File: config.mk
export PLATFORM = sky130hd
export DESIGN_NAME = comparator_control_and_wake
export DESIGN_NICKNAME = d
export VERILOG_FILES = /design/src/hdl/cmp_ctl_pkg.sv /design/src/hdl/cmp_sync2.sv /design/src/hdl/comparator_control_and_wake.sv
export SDC_FILE = /design/constraint.sdc
export NUM_CORES = 1
export LEC_CHECK = 0
export BUFFER_PORTS_ARGS = -buffer_cell sky130_fd_sc_hd__buf_2
export CAP_MARGIN = 15
export CORE_ASPECT_RATIO = 0.7
export CORE_MARGIN = 8
export CORE_UTILIZATION = 38
export CTS_BUF_LIST = sky130_fd_sc_hd__clkbuf_16
export DETAILED_ROUTE_END_ITERATION = 8
export PLACE_DENSITY_LB_ADDON = 0.1
export SLEW_MARGIN = 20
export SYNTH_ARGS = -nofsm -noshare
export SYNTH_HDL_FRONTEND = slang
export SYNTH_SLANG_ARGS = --single-unit
export TNS_END_PERCENT = 20
File: constraint.sdc
create_clock -name clk -period 1.2 [get_ports clk]
set_input_delay 0.3 -clock clk [delete_from_list [all_inputs] [get_ports clk]]
set_output_delay 0.3 -clock clk [all_outputs]
set_load 0.01 [all_outputs]
File: src/hdl/cmp_ctl_pkg.sv
// Package with register map, field positions and reset values of the block
package cmp_ctl_pkg;

    // ************************************************************
    // Register byte offsets on the Avalon-MM slave
    // ************************************************************
    localparam logic [4:0] OFS_CTL      = 5'h00; // comparator_control
    localparam logic [4:0] OFS_FLAG     = 5'h04; // periph_flag_reg
    localparam logic [4:0] OFS_IRQ_EN   = 5'h08; // irq enables
    localparam logic [4:0] OFS_STATUS   = 5'h0C; // sticky event status
    localparam logic [4:0] OFS_MASK     = 5'h10; // status mask

    // ************************************************************
    // Fields of comparator_control
    // ************************************************************
    localparam int CTL_ON_BIT     = 7; // comparator_on
    localparam int CTL_RESULT_BIT = 6; // compare_result, read only
    localparam int CTL_PIN_BIT    = 5; // result_pin_drive
    localparam int CTL_INV_BIT    = 4; // result_invert
    localparam int CTL_REF_BIT    = 2; // noninv_ref_select
    localparam int CTL_CHAN_BIT   = 0; // inverting_channel_select
    localparam logic [7:0] CTL_WR_MASK = 8'hB5; // Writable bits
    localparam logic [7:0] CTL_RESET   = 8'h00; // All bits clear

    // ************************************************************
    // Fields of the flag, enable, status and mask registers
    // ************************************************************
    localparam int FLAG_CHANGE_BIT = 0; // compare_change_flag
    localparam int EN_CHANGE_BIT   = 0; // compare_change_irq_en
    localparam int EN_PERIPH_BIT   = 1; // peripheral_irq_en
    localparam int EN_GLOBAL_BIT   = 2; // global_irq_en
    localparam int ST_CHANGE_BIT   = 0; // Change flag rose
    localparam int ST_WAKE_BIT     = 1; // Wake request rose
    localparam int ST_WIDTH        = 2; // Status and mask width
    localparam logic [2:0]          IRQ_EN_RESET = 3'h0;
    localparam logic [ST_WIDTH-1:0] STATUS_RESET = 2'h0;
    localparam logic [ST_WIDTH-1:0] MASK_RESET   = 2'h0;

endpackage

File: src/hdl/cmp_sync2.sv
// Two flip-flop synchroniser for one asynchronous level
`timescale 1ns/1ps
module cmp_sync2
(
    // Clock and reset
    input  wire logic clk,
    input  wire logic rst,
    // Asynchronous level in, synchronised level out
    input  wire logic async_in,
    output logic      sync_out
);

    logic meta_q; // First stage, read only by the second

    // ************************************************************
    // Two stages
    // ************************************************************
    // Shift the level through both stages
    always_ff @(posedge clk)
    begin
        if (rst)
        begin
            meta_q   <= 1'b0;
            sync_out <= 1'b0;
        end
        else
        begin
            meta_q   <= async_in;
            sync_out <= meta_q;
        end
    end

endmodule

File: src/hdl/comparator_control_and_wake.sv
// Comparator control register, change flag, interrupt and wake logic
//
// Local design decisions: the register offsets and the Avalon-MM register port.
`timescale 1ns/1ps

// Function
// - Change during register read may skip flag
// - Enabled comparator keeps evaluating during sleep
// - Clearing comparator_on powers comparator down
// - Result change wakes when both enables set
// - Vector on change flag, both enables and global enable, asleep or not
// - Reset leaves comparator and reference off
// - result_pin_drive routes result to pin
// - compare_result follows inputs and polarity
// - result_invert inverts comparison result
// - noninv_ref_select picks internal reference input
// - inverting_channel_select picks inverting input pin
// - Pin driven only when all three set
// - Bits 3,1 read zero, reset zero
// - Read latch and per-cycle latch form mismatch
// - Flag set on mismatch rising edge
// - Write zero clears flag, one sets
// - Control write also refreshes read latch
module comparator_control_and_wake
    import cmp_ctl_pkg::*;
(
    // Clock and reset
    input  wire logic        clk,
    input  wire logic        rst,
    // Avalon-MM slave
    input  wire logic [4:0]  avs_address,
    input  wire logic        avs_read,
    input  wire logic        avs_write,
    input  wire logic [31:0] avs_writedata,
    input  wire logic [3:0]  avs_byteenable,
    output logic [31:0]      avs_readdata,
    output logic             avs_waitrequest,
    // Analog comparator side
    input  wire logic        raw_compare,
    output logic             comparator_power,
    output logic             noninv_ref_select,
    output logic             inverting_channel_select,
    // Port pin for the result
    input  wire logic        pin_direction,
    output logic             result_pin_out,
    output logic             result_pin_oe,
    // Core sleep and interrupt
    input  wire logic        sleep_active,
    output logic             wake_req,
    output logic             irq_vector_req,
    output logic             irq
);

    // ************************************************************
    // Declarations
    // ************************************************************
    logic [7:0]          ctl_q;         // Writable control bits
    logic [7:0]          ctl_d;         // Next control value
    logic                flag_q;        // compare_change_flag
    logic                flag_d;        // Next flag value
    logic [2:0]          irq_en_q;      // Interrupt enables
    logic [ST_WIDTH-1:0] status_q;      // Sticky events
    logic [ST_WIDTH-1:0] status_d;      // Next sticky events
    logic [ST_WIDTH-1:0] mask_q;        // Status mask
    logic                ack_q;         // Second cycle of a request
    logic [31:0]         rdata_q;       // Registered read data
    logic                cycle_latch_q; // Result taken every cycle
    logic                read_latch_q;  // Result taken on control read or write
    logic                mismatch_q;    // Mismatch one cycle ago
    logic                wake_q;        // Wake request one cycle ago
    logic                raw_sync;      // Synchronised raw result
    wire                 request;       // Read or write pending
    wire                 accept;        // Edge where request completes
    wire                 lane0;         // Low byte enabled
    wire                 sel_ctl;       // Address decodes
    wire                 sel_flag;
    wire                 sel_en;
    wire                 sel_status;
    wire                 sel_mask;
    wire                 wr_ctl;        // Accepted writes
    wire                 wr_flag;
    wire                 wr_en;
    wire                 wr_status;
    wire                 wr_mask;
    wire                 ctl_access;    // Read or write of control
    wire                 result_now;    // Polarity corrected result
    wire                 mismatch;      // Latches disagree
    wire                 change_set;    // Rising edge of mismatch
    wire                 wake_cond;     // Flag and both enables set
    wire [7:0]           ctl_view;      // Control as software reads it
    wire [31:0]          rdata_mux;     // Selected read word

    // ************************************************************
    // Input synchroniser
    // ************************************************************
    // Raw result comes from the analog stage with no clock
    cmp_sync2 u_raw_sync
    (
        .clk      (clk),
        .rst      (rst),
        .async_in (raw_compare),
        .sync_out (raw_sync)
    );

    // ************************************************************
    // Bus decode
    // ************************************************************
    assign request    = avs_read | avs_write;
    assign accept     = request & ack_q;
    assign lane0      = avs_byteenable[0];
    assign sel_ctl    = (avs_address == OFS_CTL);
    assign sel_flag   = (avs_address == OFS_FLAG);
    assign sel_en     = (avs_address == OFS_IRQ_EN);
    assign sel_status = (avs_address == OFS_STATUS);
    assign sel_mask   = (avs_address == OFS_MASK);
    assign wr_ctl     = accept & avs_write & lane0 & sel_ctl;
    assign wr_flag    = accept & avs_write & lane0 & sel_flag;
    assign wr_en      = accept & avs_write & lane0 & sel_en;
    assign wr_status  = accept & avs_write & lane0 & sel_status;
    assign wr_mask    = accept & avs_write & lane0 & sel_mask;
    // A write starts with an implicit read of the control register
    assign ctl_access = accept & sel_ctl;

    // Hold the master one cycle, then complete
    assign avs_waitrequest = request & ~ack_q;
    assign avs_readdata    = rdata_q;

    // ************************************************************
    // Comparator result path
    // ************************************************************
    // Powered off comparator reports low; polarity swaps the sense
    assign result_now = ctl_q[CTL_ON_BIT] &
                        (raw_sync ^ ctl_q[CTL_INV_BIT]);
    assign mismatch   = cycle_latch_q ^ read_latch_q;
    assign change_set = mismatch & ~mismatch_q;

    // Analog controls follow the control bits
    assign comparator_power         = ctl_q[CTL_ON_BIT];
    assign noninv_ref_select        = ctl_q[CTL_REF_BIT];
    assign inverting_channel_select = ctl_q[CTL_CHAN_BIT];

    // Pin drive needs output enable, power and pin set as output
    assign result_pin_oe  = ctl_q[CTL_PIN_BIT] & ctl_q[CTL_ON_BIT] &
                            ~pin_direction;
    assign result_pin_out = cycle_latch_q;

    // ************************************************************
    // Wake and interrupt requests
    // ************************************************************
    assign wake_cond      = flag_q & irq_en_q[EN_CHANGE_BIT] &
                            irq_en_q[EN_PERIPH_BIT];
    assign wake_req       = wake_cond & sleep_active;
    // Core runs the next instruction first, then vectors on this
    assign irq_vector_req = wake_cond & irq_en_q[EN_GLOBAL_BIT];
    assign irq            = |(status_q & mask_q);

    // ************************************************************
    // Read view
    // ************************************************************
    // Unimplemented bits 3 and 1 read as zero
    assign ctl_view = (ctl_q & CTL_WR_MASK) |
                      ({7'h00, cycle_latch_q} << CTL_RESULT_BIT);
    assign rdata_mux =
        sel_ctl    ? {24'h000000, ctl_view} :
        sel_flag   ? {31'h00000000, flag_q} :
        sel_en     ? {29'h00000000, irq_en_q} :
        sel_status ? {30'h00000000, status_q} :
        sel_mask   ? {30'h00000000, mask_q} :
                     32'h00000000;

    // ************************************************************
    // Next values
    // ************************************************************
    // Control register keeps only writable bits
    always_comb
    begin
        ctl_d = ctl_q;
        if (wr_ctl)
        begin
            ctl_d = avs_writedata[7:0] & CTL_WR_MASK;
        end
    end

    // Change flag: hardware set beats software clear
    always_comb
    begin
        flag_d = flag_q;
        if (wr_flag)
        begin
            flag_d = avs_writedata[FLAG_CHANGE_BIT];
        end
        if (change_set)
        begin
            flag_d = 1'b1;
        end
    end

    // Sticky status: events set, writing one clears, set wins
    always_comb
    begin
        status_d = status_q;
        if (wr_status)
        begin
            status_d = status_q & ~avs_writedata[ST_WIDTH-1:0];
        end
        if (change_set)
        begin
            status_d[ST_CHANGE_BIT] = 1'b1;
        end
        if (wake_req & ~wake_q)
        begin
            status_d[ST_WAKE_BIT] = 1'b1;
        end
    end

    // ************************************************************
    // Bus handshake
    // ************************************************************
    // First cycle captures read data, second completes
    always_ff @(posedge clk)
    begin
        if (rst)
        begin
            ack_q   <= 1'b0;
            rdata_q <= 32'h00000000;
        end
        else
        begin
            ack_q <= request & ~ack_q;
            if (request & ~ack_q)
            begin
                rdata_q <= rdata_mux;
            end
        end
    end

    // ************************************************************
    // Control and interrupt registers
    // ************************************************************
    // Reset leaves comparator and all enables off
    always_ff @(posedge clk)
    begin
        if (rst)
        begin
            ctl_q    <= CTL_RESET;
            flag_q   <= 1'b0;
            irq_en_q <= IRQ_EN_RESET;
            status_q <= STATUS_RESET;
            mask_q   <= MASK_RESET;
        end
        else
        begin
            ctl_q    <= ctl_d;
            flag_q   <= flag_d;
            status_q <= status_d;
            if (wr_en)
            begin
                irq_en_q <= avs_writedata[2:0];
            end
            if (wr_mask)
            begin
                mask_q <= avs_writedata[ST_WIDTH-1:0];
            end
        end
    end

    // ************************************************************
    // Mismatch latches
    // ************************************************************
    // Per-cycle latch and read latch; a change in the read cycle
    // lands in both, so no mismatch and no flag results
    always_ff @(posedge clk)
    begin
        if (rst)
        begin
            cycle_latch_q <= 1'b0;
            read_latch_q  <= 1'b0;
            mismatch_q    <= 1'b0;
            wake_q        <= 1'b0;
        end
        else
        begin
            cycle_latch_q <= result_now;
            if (ctl_access)
            begin
                read_latch_q <= result_now;
            end
            mismatch_q <= mismatch;
            wake_q     <= wake_req;
        end
    end

endmodule

---- After elaboration in Yosys (flattened, before gate mapping) ----
Index checks and enable logic that the tools add are counted.
word-level totals
  register bits after elaboration ......... 52
  output and inout port bits .............. 41
cells by class
  eq/ne operators ......................... 4
  mux-type cells .......................... 10
  bitwise logic cells ..................... 30
  reduce and logical (&&, ||, !) cells .... 5
operator list
  cell                                            number
  AND 1 bit                                       19
  == test 5 x 4 -> 1 bit (second input constant)  2
  2-to-1 mux 8 bit                                1
  OR 8 x 7 -> 8 bit                               1
  2-to-1 mux 2 bit                                3
  2-to-1 mux 3 bit                                2
  nonzero test 2 bit                              3
  == test 5 x 3 -> 1 bit (second input constant)  1
  == test 5 bit (second input constant)           1
  zero test 5 bit                                 1
  AND 2 bit                                       2
  2-to-1 mux 1 bit                                4
  inverter 1 bit                                  4
  inverter 2 bit                                  1
  OR reduction 2 bit                              1
  XOR 1 bit                                       2
  OR 1 bit                                        1

---- Depth between registers and ports, before layout ----
Gate-level depths: netlist (run 1).
  depth after elaboration ................. 7
  gate-level depth with buffers ........... 5
  mapped depth without buffers ............ 4

---- By module ----
From an unflattened synthesis (run 1), not the netlist that was laid out.
second synthesis, totals
  cell total of the unflattened synthesis .. 154
  area total of the unflattened synthesis .. 1363.8 µm²
modules (own cells, without submodules)
  module                       instances  cells an instance  area an instance (µm²)
  comparator_control_and_wake  1          150                1311.3
  cmp_sync2                    1          4                  52.6

---- Worst setup path before layout (run 1) ----
No wires, ideal clock.
  path type ............................... input -> register
  from .................................... input port avs_address[1]
  to ...................................... register irq_en_q[0]
  library setup time ...................... 0.128 ns
  arrival ................................. 1.189 ns
  required time ........................... 1.072 ns
  setup slack ............................. -0.116 ns
  stages .................................. 4
  path through ............................ or3_4 > nor3_4 > mux2i_1 > nor2_1
on the way
  longest elaborated chain between the ends .. 2
ends and longest elaborated chain
  what                    RTL line                            source
  start, declared         comparator_control_and_wake.sv:31   input wire logic [4:0] avs_address,
  == test 5 x 4 -> 1 bit  comparator_control_and_wake.sv:113  assign sel_en = (avs_address == OFS_IRQ_EN);
  AND 1 bit               comparator_control_and_wake.sv:118  assign wr_en = accept & avs_write & lane0 & sel_en;
  end signal, assigned    comparator_control_and_wake.sv:258  irq_en_q <= avs_writedata[2:0];
  end, declared           comparator_control_and_wake.sv:61   logic [2:0] irq_en_q;
No other way between the ends.
A chain may end at the register's enable or synchronous reset.

---- Worst setup path after layout (run 1) ----
  from .................................... register flag_q
  to ...................................... output port irq_vector_req
on the way
  longest elaborated chain between the ends .. 3
ends and longest elaborated chain
  what                    RTL line                            source
  start, declared         comparator_control_and_wake.sv:59   logic flag_q;
  start signal, assigned  comparator_control_and_wake.sv:254  flag_q <= flag_d;
  AND 1 bit (2 in a row)  comparator_control_and_wake.sv:150  assign wake_cond = flag_q & irq_en_q[EN_CHANGE_BIT] &
  AND 1 bit               comparator_control_and_wake.sv:154  assign irq_vector_req = wake_cond & irq_en_q[EN_GLOBAL_BIT];
  end, declared           comparator_control_and_wake.sv:50   output logic irq_vector_req,
No other way between the ends.

==> results of run 1 <==
[critical path, delay by kind of cell, from the launching register on]
family	cells	cell delay (ns)
DFF	1	0.38
and+or+nand+nor	1	0.19
buffers and inverters	1	0.13
[cell usage after synthesis (3+ instances only)]
library cell / count
inv_1: 6
nand3_1: 10
nand2_1: 14
nor2b_1: 4
mux2i_1: 8
dfxtp_1: 27
a21oi_1: 12
nor2_1: 18
buf_4: 25
nand4_1: 3
[power by group]
group / switching (uW) / internal [uW] / leakage [uW]
clock: 293 / 449 / 0.0000409
sequential: 4.30 / 901 / 0.000222
combinational: 150 / 110 / 0.000601
total: 447 / 1460 / 0.000864
[routing by layer]
layer	share of wire	vias up
met3	0.072	2
li1	-	632
met5	0	-
met2	0.47	35
met4	0.0039	0
met1	0.46	585
[stage by stage]
stage	instance area [um^2]	hold WS, ns	power, uW
after floorplan	1470	0.409	1100
after global placement	1680	0.418	1150
after detailed placement	1680	0.422	1150
after CTS	1810	0.251	1920
after global routing	1880	0.256	1980
final	1880	0.255	1910
[cells by family after synthesis]
family          Yosys count
compound gates           23
xor+xnor                  2
buf+inv                  37
flops                    27
mux                      10
other cells               1
simple gates             63
[registers in the layout, summed over array words and instances (netlist names)]
name and cells:
avs_readdata 7, read_latch_q 1, ctl_q 5, u_raw_sync.meta_q 1
flag_q 1, u_raw_sync.sync_out 1, result_pin_out 1, ack_q 1
status_q 2, mask_q 2, mismatch_q 1, irq_en_q 3
wake_q 1
[final timing paths]
check | start | depth (start not counted) | endpoint
worst max-delay path | flag_q | 2 | irq_vector_req
worst max register to register | ack_q | 4 | irq_en_q[2]
worst min register to register | u_raw_sync.meta_q | 1 | u_raw_sync.sync_out
worst min-delay path | raw_compare | 2 | u_raw_sync.meta_q
[area by class of cell]
cell class,instances,area [um^2],area share
Inverter,6,22.5,0.0120
Timing Repair Buffer,62,413,0.219
Multi-Input combinational cell,123,752,0.399
Tap cell,50,62.6,0.0332
Sequential cell,27,553,0.294
Clock buffer,3,75.1,0.0399
Clock inverter,1,5.00,0.00266
[what timing repair did]
| item | CTS | global route |
|---|---|---|
| pin swaps | 3 | 7 |
| hold endpoints to repair | 0 | 0 |
| setup buffers | 3 | 0 |
| resized for setup | 13 | 14 |
| endpoints found under the setup margin | 12 | 22 |
==> results by group, run 1 <==
Worst setup path
  • Worst-path cell chain: and4_1 -> buf_2
  • Critical path class: flop to output port
  • Crit start category: flop
  • Capturing element type of the critical path: output port
  • CP required: 0.90 ns
  • Crit-path slowest cell: dfxtp_2
  • Slowest stage delay, CP: 0.38 ns
  • Critical path data arrival time: 0.96 ns
  • Worst-path maximum fanout: 5
  • R2R setup slack: 0 ns

Place
  • Worst slack, placed: -0.294 ns
  • Placed instance count: 265
  • Number of port buffers: 34
  • RD Place Congestion: 0.822
  • HPWL after detailed placement: 2910 um

Global route
  • Gr busiest metal: met2
  • Global route overflow: 0
  • First-pass GRT wire length: 5840 um
  • Largest net degree at the start of global routing: 16
  • M1 GR Usage: 0.150
  • Met3 usage: 0.0372
  • Vias in the first global route: 1250
  • Total GRT Usage: 0.123
  • Antenna violations before repair: 0
  • Met2 GRT Util: 0.214

Drt
  • Drt drc: 0
  • Pre-antenna DRT Iters: 4
  • Initial DRC Count: 42
  • Via/cell ratio: 4.61
  • Post-route ant nets: 0
  • Mean routed wirelength per cell: 13.3 um
  • WL final: 3620 um
  • Total number of vias: 1254

Logic synthesis
  • Post-synth EDFFs: 0
  • Compound-Gate Fraction of Synth Area: 0.106
  • Post-synth ARST share: 0
  • Area of the mapped netlist: 1380 um^2
  • Main synth FF type: dfxtp_1
  • Library cells used by synthesis: 37
  • Syn. warnings: 0
  • Synthesized-area fraction occupied by adder cells: 0
  • Largest family of logic cells by synthesized area: simple AND/OR/NAND/NOR gates
  • Synth Register Bits: 27
  • Synth area leaders: dfxtp_1 (39%), buf_4 (14%), mux2i_1 (5.8%), nor2_1 (4.9%), a21oi_1 (4.4%)
  • Post-Synth XOR/XNOR Area: 0.0127
  • Synth Area in Simple Gates: 0.241
  • Area leader, netlist: dfxtp_1
  • Synth top area share: 0.392
  • Seq/Total Area, Yosys: 0.392
  • Multiplexer share of the synthesized area: 0.0743
  • Syn Inst Count: 163
  • Avg Inst Size Synth: 8.47 um^2

STA
  • Max-slew violation count: 0
  • RSZ-0062 raised after global routing: true
  • Achievable Freq: 791 MHz
  • Final Cycle Share: 1.05
  • Fin. Hold Viols: 0
  • Final setup vio count: 6
  • Min cycle time layout: 1.26 ns
  • Setup TNS: -0.206 ns
  • Max Clock Skew: 0.00658 ns
  • Final Worst Setup Slack: -0.0647 ns

CTS
  • CTS max path bufs: 2
  • TritonCTS Buffers: 3
  • Clock latency on the worst-skew pair: 0.26 ns
  • CTS tree: done
  • Hold-fix buffers, CTS: 0
  • Clock Sinks: 27
  • CTS clk-pin slew, worst paths: 0.07 ns
  • H-Tree Level Count: 1
  • CTS Root Cell: clkbuf_16

Cells and area
  • Final net count: 271
  • Commonest non-fill, non-tap cell in the layout: buf_2
  • Synth-to-layout area growth: 36.4%
  • N_diodes: 0
  • # fillers: 345
  • Layout cells sized above 1: 0.405
  • Post-Layout Cell Count: 272
  • Fin util: 0.539
  • Most frequent cells in the layout: buf_2 (30), buf_4 (26), conb_1 (25)

Floorplanning
  • Die width: 88.0 um
  • Die height: 66.4 um
  • Starting Density: 0.395
  • Die area: 5850 um^2
  • Row count: 18
  • IO Pins: 89
  • CORE AREA: 3490 um^2

Power
  • Leakage power: 0.000864 uW
  • PD cells: 1010 nW/um^2
  • Peak supply drop: 1.04 mV

Outcome
  • Failing checks: setup timing
  • Status: finished with violations

Min path
  • Hold Path Class: input pin to flop

Job
  • Max-cap check violation count: 0
Note: power is estimated with default switching activity, not from simulation.
==> run 2, diff against run 1 <==
--- a/config.mk
+++ b/config.mk
@@ -7,9 +7,11 @@
 export LEC_CHECK = 0
 export BUFFER_PORTS_ARGS = -buffer_cell sky130_fd_sc_hd__buf_2
 export CAP_MARGIN = 15
+export CELL_PAD_IN_SITES_DETAIL_PLACEMENT = 0
+export CELL_PAD_IN_SITES_GLOBAL_PLACEMENT = 1
 export CORE_ASPECT_RATIO = 0.7
 export CORE_MARGIN = 8
-export CORE_UTILIZATION = 38
+export CORE_UTILIZATION = 26
 export CTS_BUF_LIST = sky130_fd_sc_hd__clkbuf_16
 export DETAILED_ROUTE_END_ITERATION = 8
 export PLACE_DENSITY_LB_ADDON = 0.1
==> run 2 against run 1 <==
Effect of this change:
- the run still ends with setup timing left
- cell area up 1.7%
- global-route usage is 2.3 points lower
- sequential share of layout area fell by 0.55 points
- clock power up 4.3%
- first-iteration DRC count is 24% lower
- setup slack got worse by 0.012 ns
- hold slack worse by 0.011 ns
- die area is 36% higher
- via count down 1.5%
- flip-flop and latch count did not move
- critical endpoint unchanged
- highest routed layer unchanged
==> results by group, run 2 (same netlist as run 1, synthesis figures left out) <==
Outcome
  • Status: finished with violations
  • Failing checks: setup timing

Global route
  • First-pass GRT wire length: 6350 um (+8.6%)
  • Largest net degree at the start of global routing: 18 (+2)
  • Global route overflow: 0 (unchanged)
  • Total GRT Usage: 0.100 (-0.0234)
  • Vias in the first global route: 1262 (+0.96%)
  • Antenna violations before repair: 0 (unchanged)

STA
  • Final Worst Setup Slack: -0.0767 ns (-0.0120 ns)
  • RSZ-0062 raised after global routing: true
  • Achievable Freq: 783 MHz (-0.94%)
  • Max Clock Skew: 0.00128 ns (-0.00529 ns)
  • Max-slew violation count: 0 (unchanged)
  • Final Cycle Share: 1.06 (+0.0100)
  • Final setup vio count: 5 (-1)
  • Fin. Hold Viols: 0 (unchanged)
  • Min cycle time layout: 1.28 ns (+0.0120 ns)
  • Setup TNS: -0.240 ns (-0.0334 ns)

Drt
  • Post-route ant nets: 0 (unchanged)
  • Initial DRC Count: 32 (-24%)
  • Pre-antenna DRT Iters: 4 (unchanged)
  • WL final: 3980 um (+10%)
  • Mean routed wirelength per cell: 13.6 um (+1.8%)
  • Via/cell ratio: 4.20 (-8.9%)
  • Total number of vias: 1235 (-1.5%)
  • Drt drc: 0 (unchanged)

Floorplanning
  • Die width: 103 um (+17%)
  • Die height: 77.0 um (+16%)
  • Row count: 22 (+4)
  • CORE AREA: 5170 um^2 (+48%)
  • Die area: 7930 um^2 (+36%)
  • IO Pins: 89 (unchanged)
  • Starting Density: 0.267 (-0.129)

Place
  • Number of port buffers: 34 (unchanged)
  • RD Place Congestion: 0.708 (-14%)
  • HPWL after detailed placement: 3160 um (+8.3%)

CTS
  • CTS max path bufs: 2 (unchanged)
  • Clock latency on the worst-skew pair: 0.26 ns (about the same)
  • TritonCTS Buffers: 3 (unchanged)
  • CTS Root Cell: clkbuf_16
  • CTS tree: done
  • CTS clk-pin slew, worst paths: 0.07 ns (about the same)
  • Hold-fix buffers, CTS: 0 (unchanged)
  • Clock Sinks: 27 (unchanged)
  • H-Tree Level Count: 1 (unchanged)

Cells and area
  • Commonest non-fill, non-tap cell in the layout: buf_2
  • Max FFs per register: 7 (unchanged)
  • # fillers: 568 (+65%)
  • Fin util: 0.370 (-0.170)
  • Final net count: 271 (unchanged)
  • Multi-input logic area: 759 um^2 (+1.0%)
  • Sequential cell area: 552 um^2 (-0.23%)
  • Synth-to-layout area growth: 38.7%
  • N_diodes: 0 (unchanged)
  • Most frequent cells in the layout: buf_2 (31), buf_4 (26), conb_1 (25)
  • Layout cells sized above 1: 0.405 (unchanged)

Power
  • Peak supply drop: 0.528 mV (-49%)
  • Leakage power: 0.000863 uW (-0.17%)
  • PD cells: 1010 nW/um^2 (+0.11%)

Worst setup path
  • Critical path class: flop to output port
  • Capturing element type of the critical path: output port
  • CP required: 0.90 ns (about the same)
  • Worst-path cell chain: buf_6 -> and4_1 -> buf_2
  • Slowest stage delay, CP: 0.34 ns (-0.04 ns)
  • Crit-path slowest cell: dfxtp_2
  • Crit start category: flop
  • Critical path data arrival time: 0.98 ns (+0.02 ns)
  • Worst-path maximum fanout: 3 (-2)

Min path
  • Hold Path Class: input pin to flop

Job
  • Max-cap check violation count: 0 (unchanged)
run 2: cell count changes in the layout (fill, tap and decap cells not counted), moves of 2 or more:
cell | before | now
a21oi_1 | 9 | 11
a21oi_2 | 3 | 1
buf_6 | 6 | 4
nor2_1 | 18 | 16
run 2: timing repair:
action	in CTS	in global routing
pin swaps	1	6
setup buffers	2	4
gates resized for setup	17	12
gates cloned	0	0
setup endpoints to repair	21	25
run 2: layout make-up:
class	count	area share
multi-input combinational	123	0.397
sequential	27	0.288
timing repair buffer	62	0.214
tap	72	0.0471
clock buffer	3	0.0392
inverter	6	0.0118
clock inverter	1	0.00261
run 2: worst max-delay path: cells and delay by family (launching register included):
kind                   cells  cell delay [ns]
buffers and inverters      2             0.22
flip-flops                 1             0.34
AND/OR/NAND/NOR            1             0.16
run 2: final timing paths:
| check | startpoint | to | slack [ns] | cells after the start |
|---|---|---|---|---|
| hold / removal | raw_compare | u_raw_sync.meta_q | 0.24 | 2 |
| setup / recovery | irq_en_q[0] | irq_vector_req | -0.08 | 3 |
| setup reg to reg | ack_q | flag_q | 0.02 | 4 |
| hold reg to reg | u_raw_sync.meta_q | u_raw_sync.sync_out | 0.44 | 1 |
run 2: where the power goes:
part	switching [uW]	total, uW	leakage [uW]	internal [uW]
Combinational	153	263	0.000600	110
Clock	323	773	0.0000409	450
Sequential	4.11	905	0.000222	901
run 2: metal layers:
metal / up-vias / part of all wire / global-route usage
met2: 35 / 0.44 / 0.148
met3: 2 / 0.076 / 0.0379
met1: 573 / 0.48 / 0.136
met5: - / 0 / 0
met4: 0 / 0.0025 / 0.0158
li1: 625 / - / -
run 2: stage by stage:
step / power [uW] / hold WS (ns) / worst slack [ns] / cells / cell area (um^2)
global placement: 1150 / 0.425 / -0.266 / 284 / 1680
floorplan: 1100 / 0.409 / -0.0678 / 187 / 1470
CTS: 1950 / 0.240 / -0.0986 / 290 / 1830
finish: 1940 / 0.244 / -0.0767 / 294 / 1910
detailed placement: 1150 / 0.430 / -0.272 / 284 / 1680
global route: 2020 / 0.259 / -0.154 / 294 / 1910
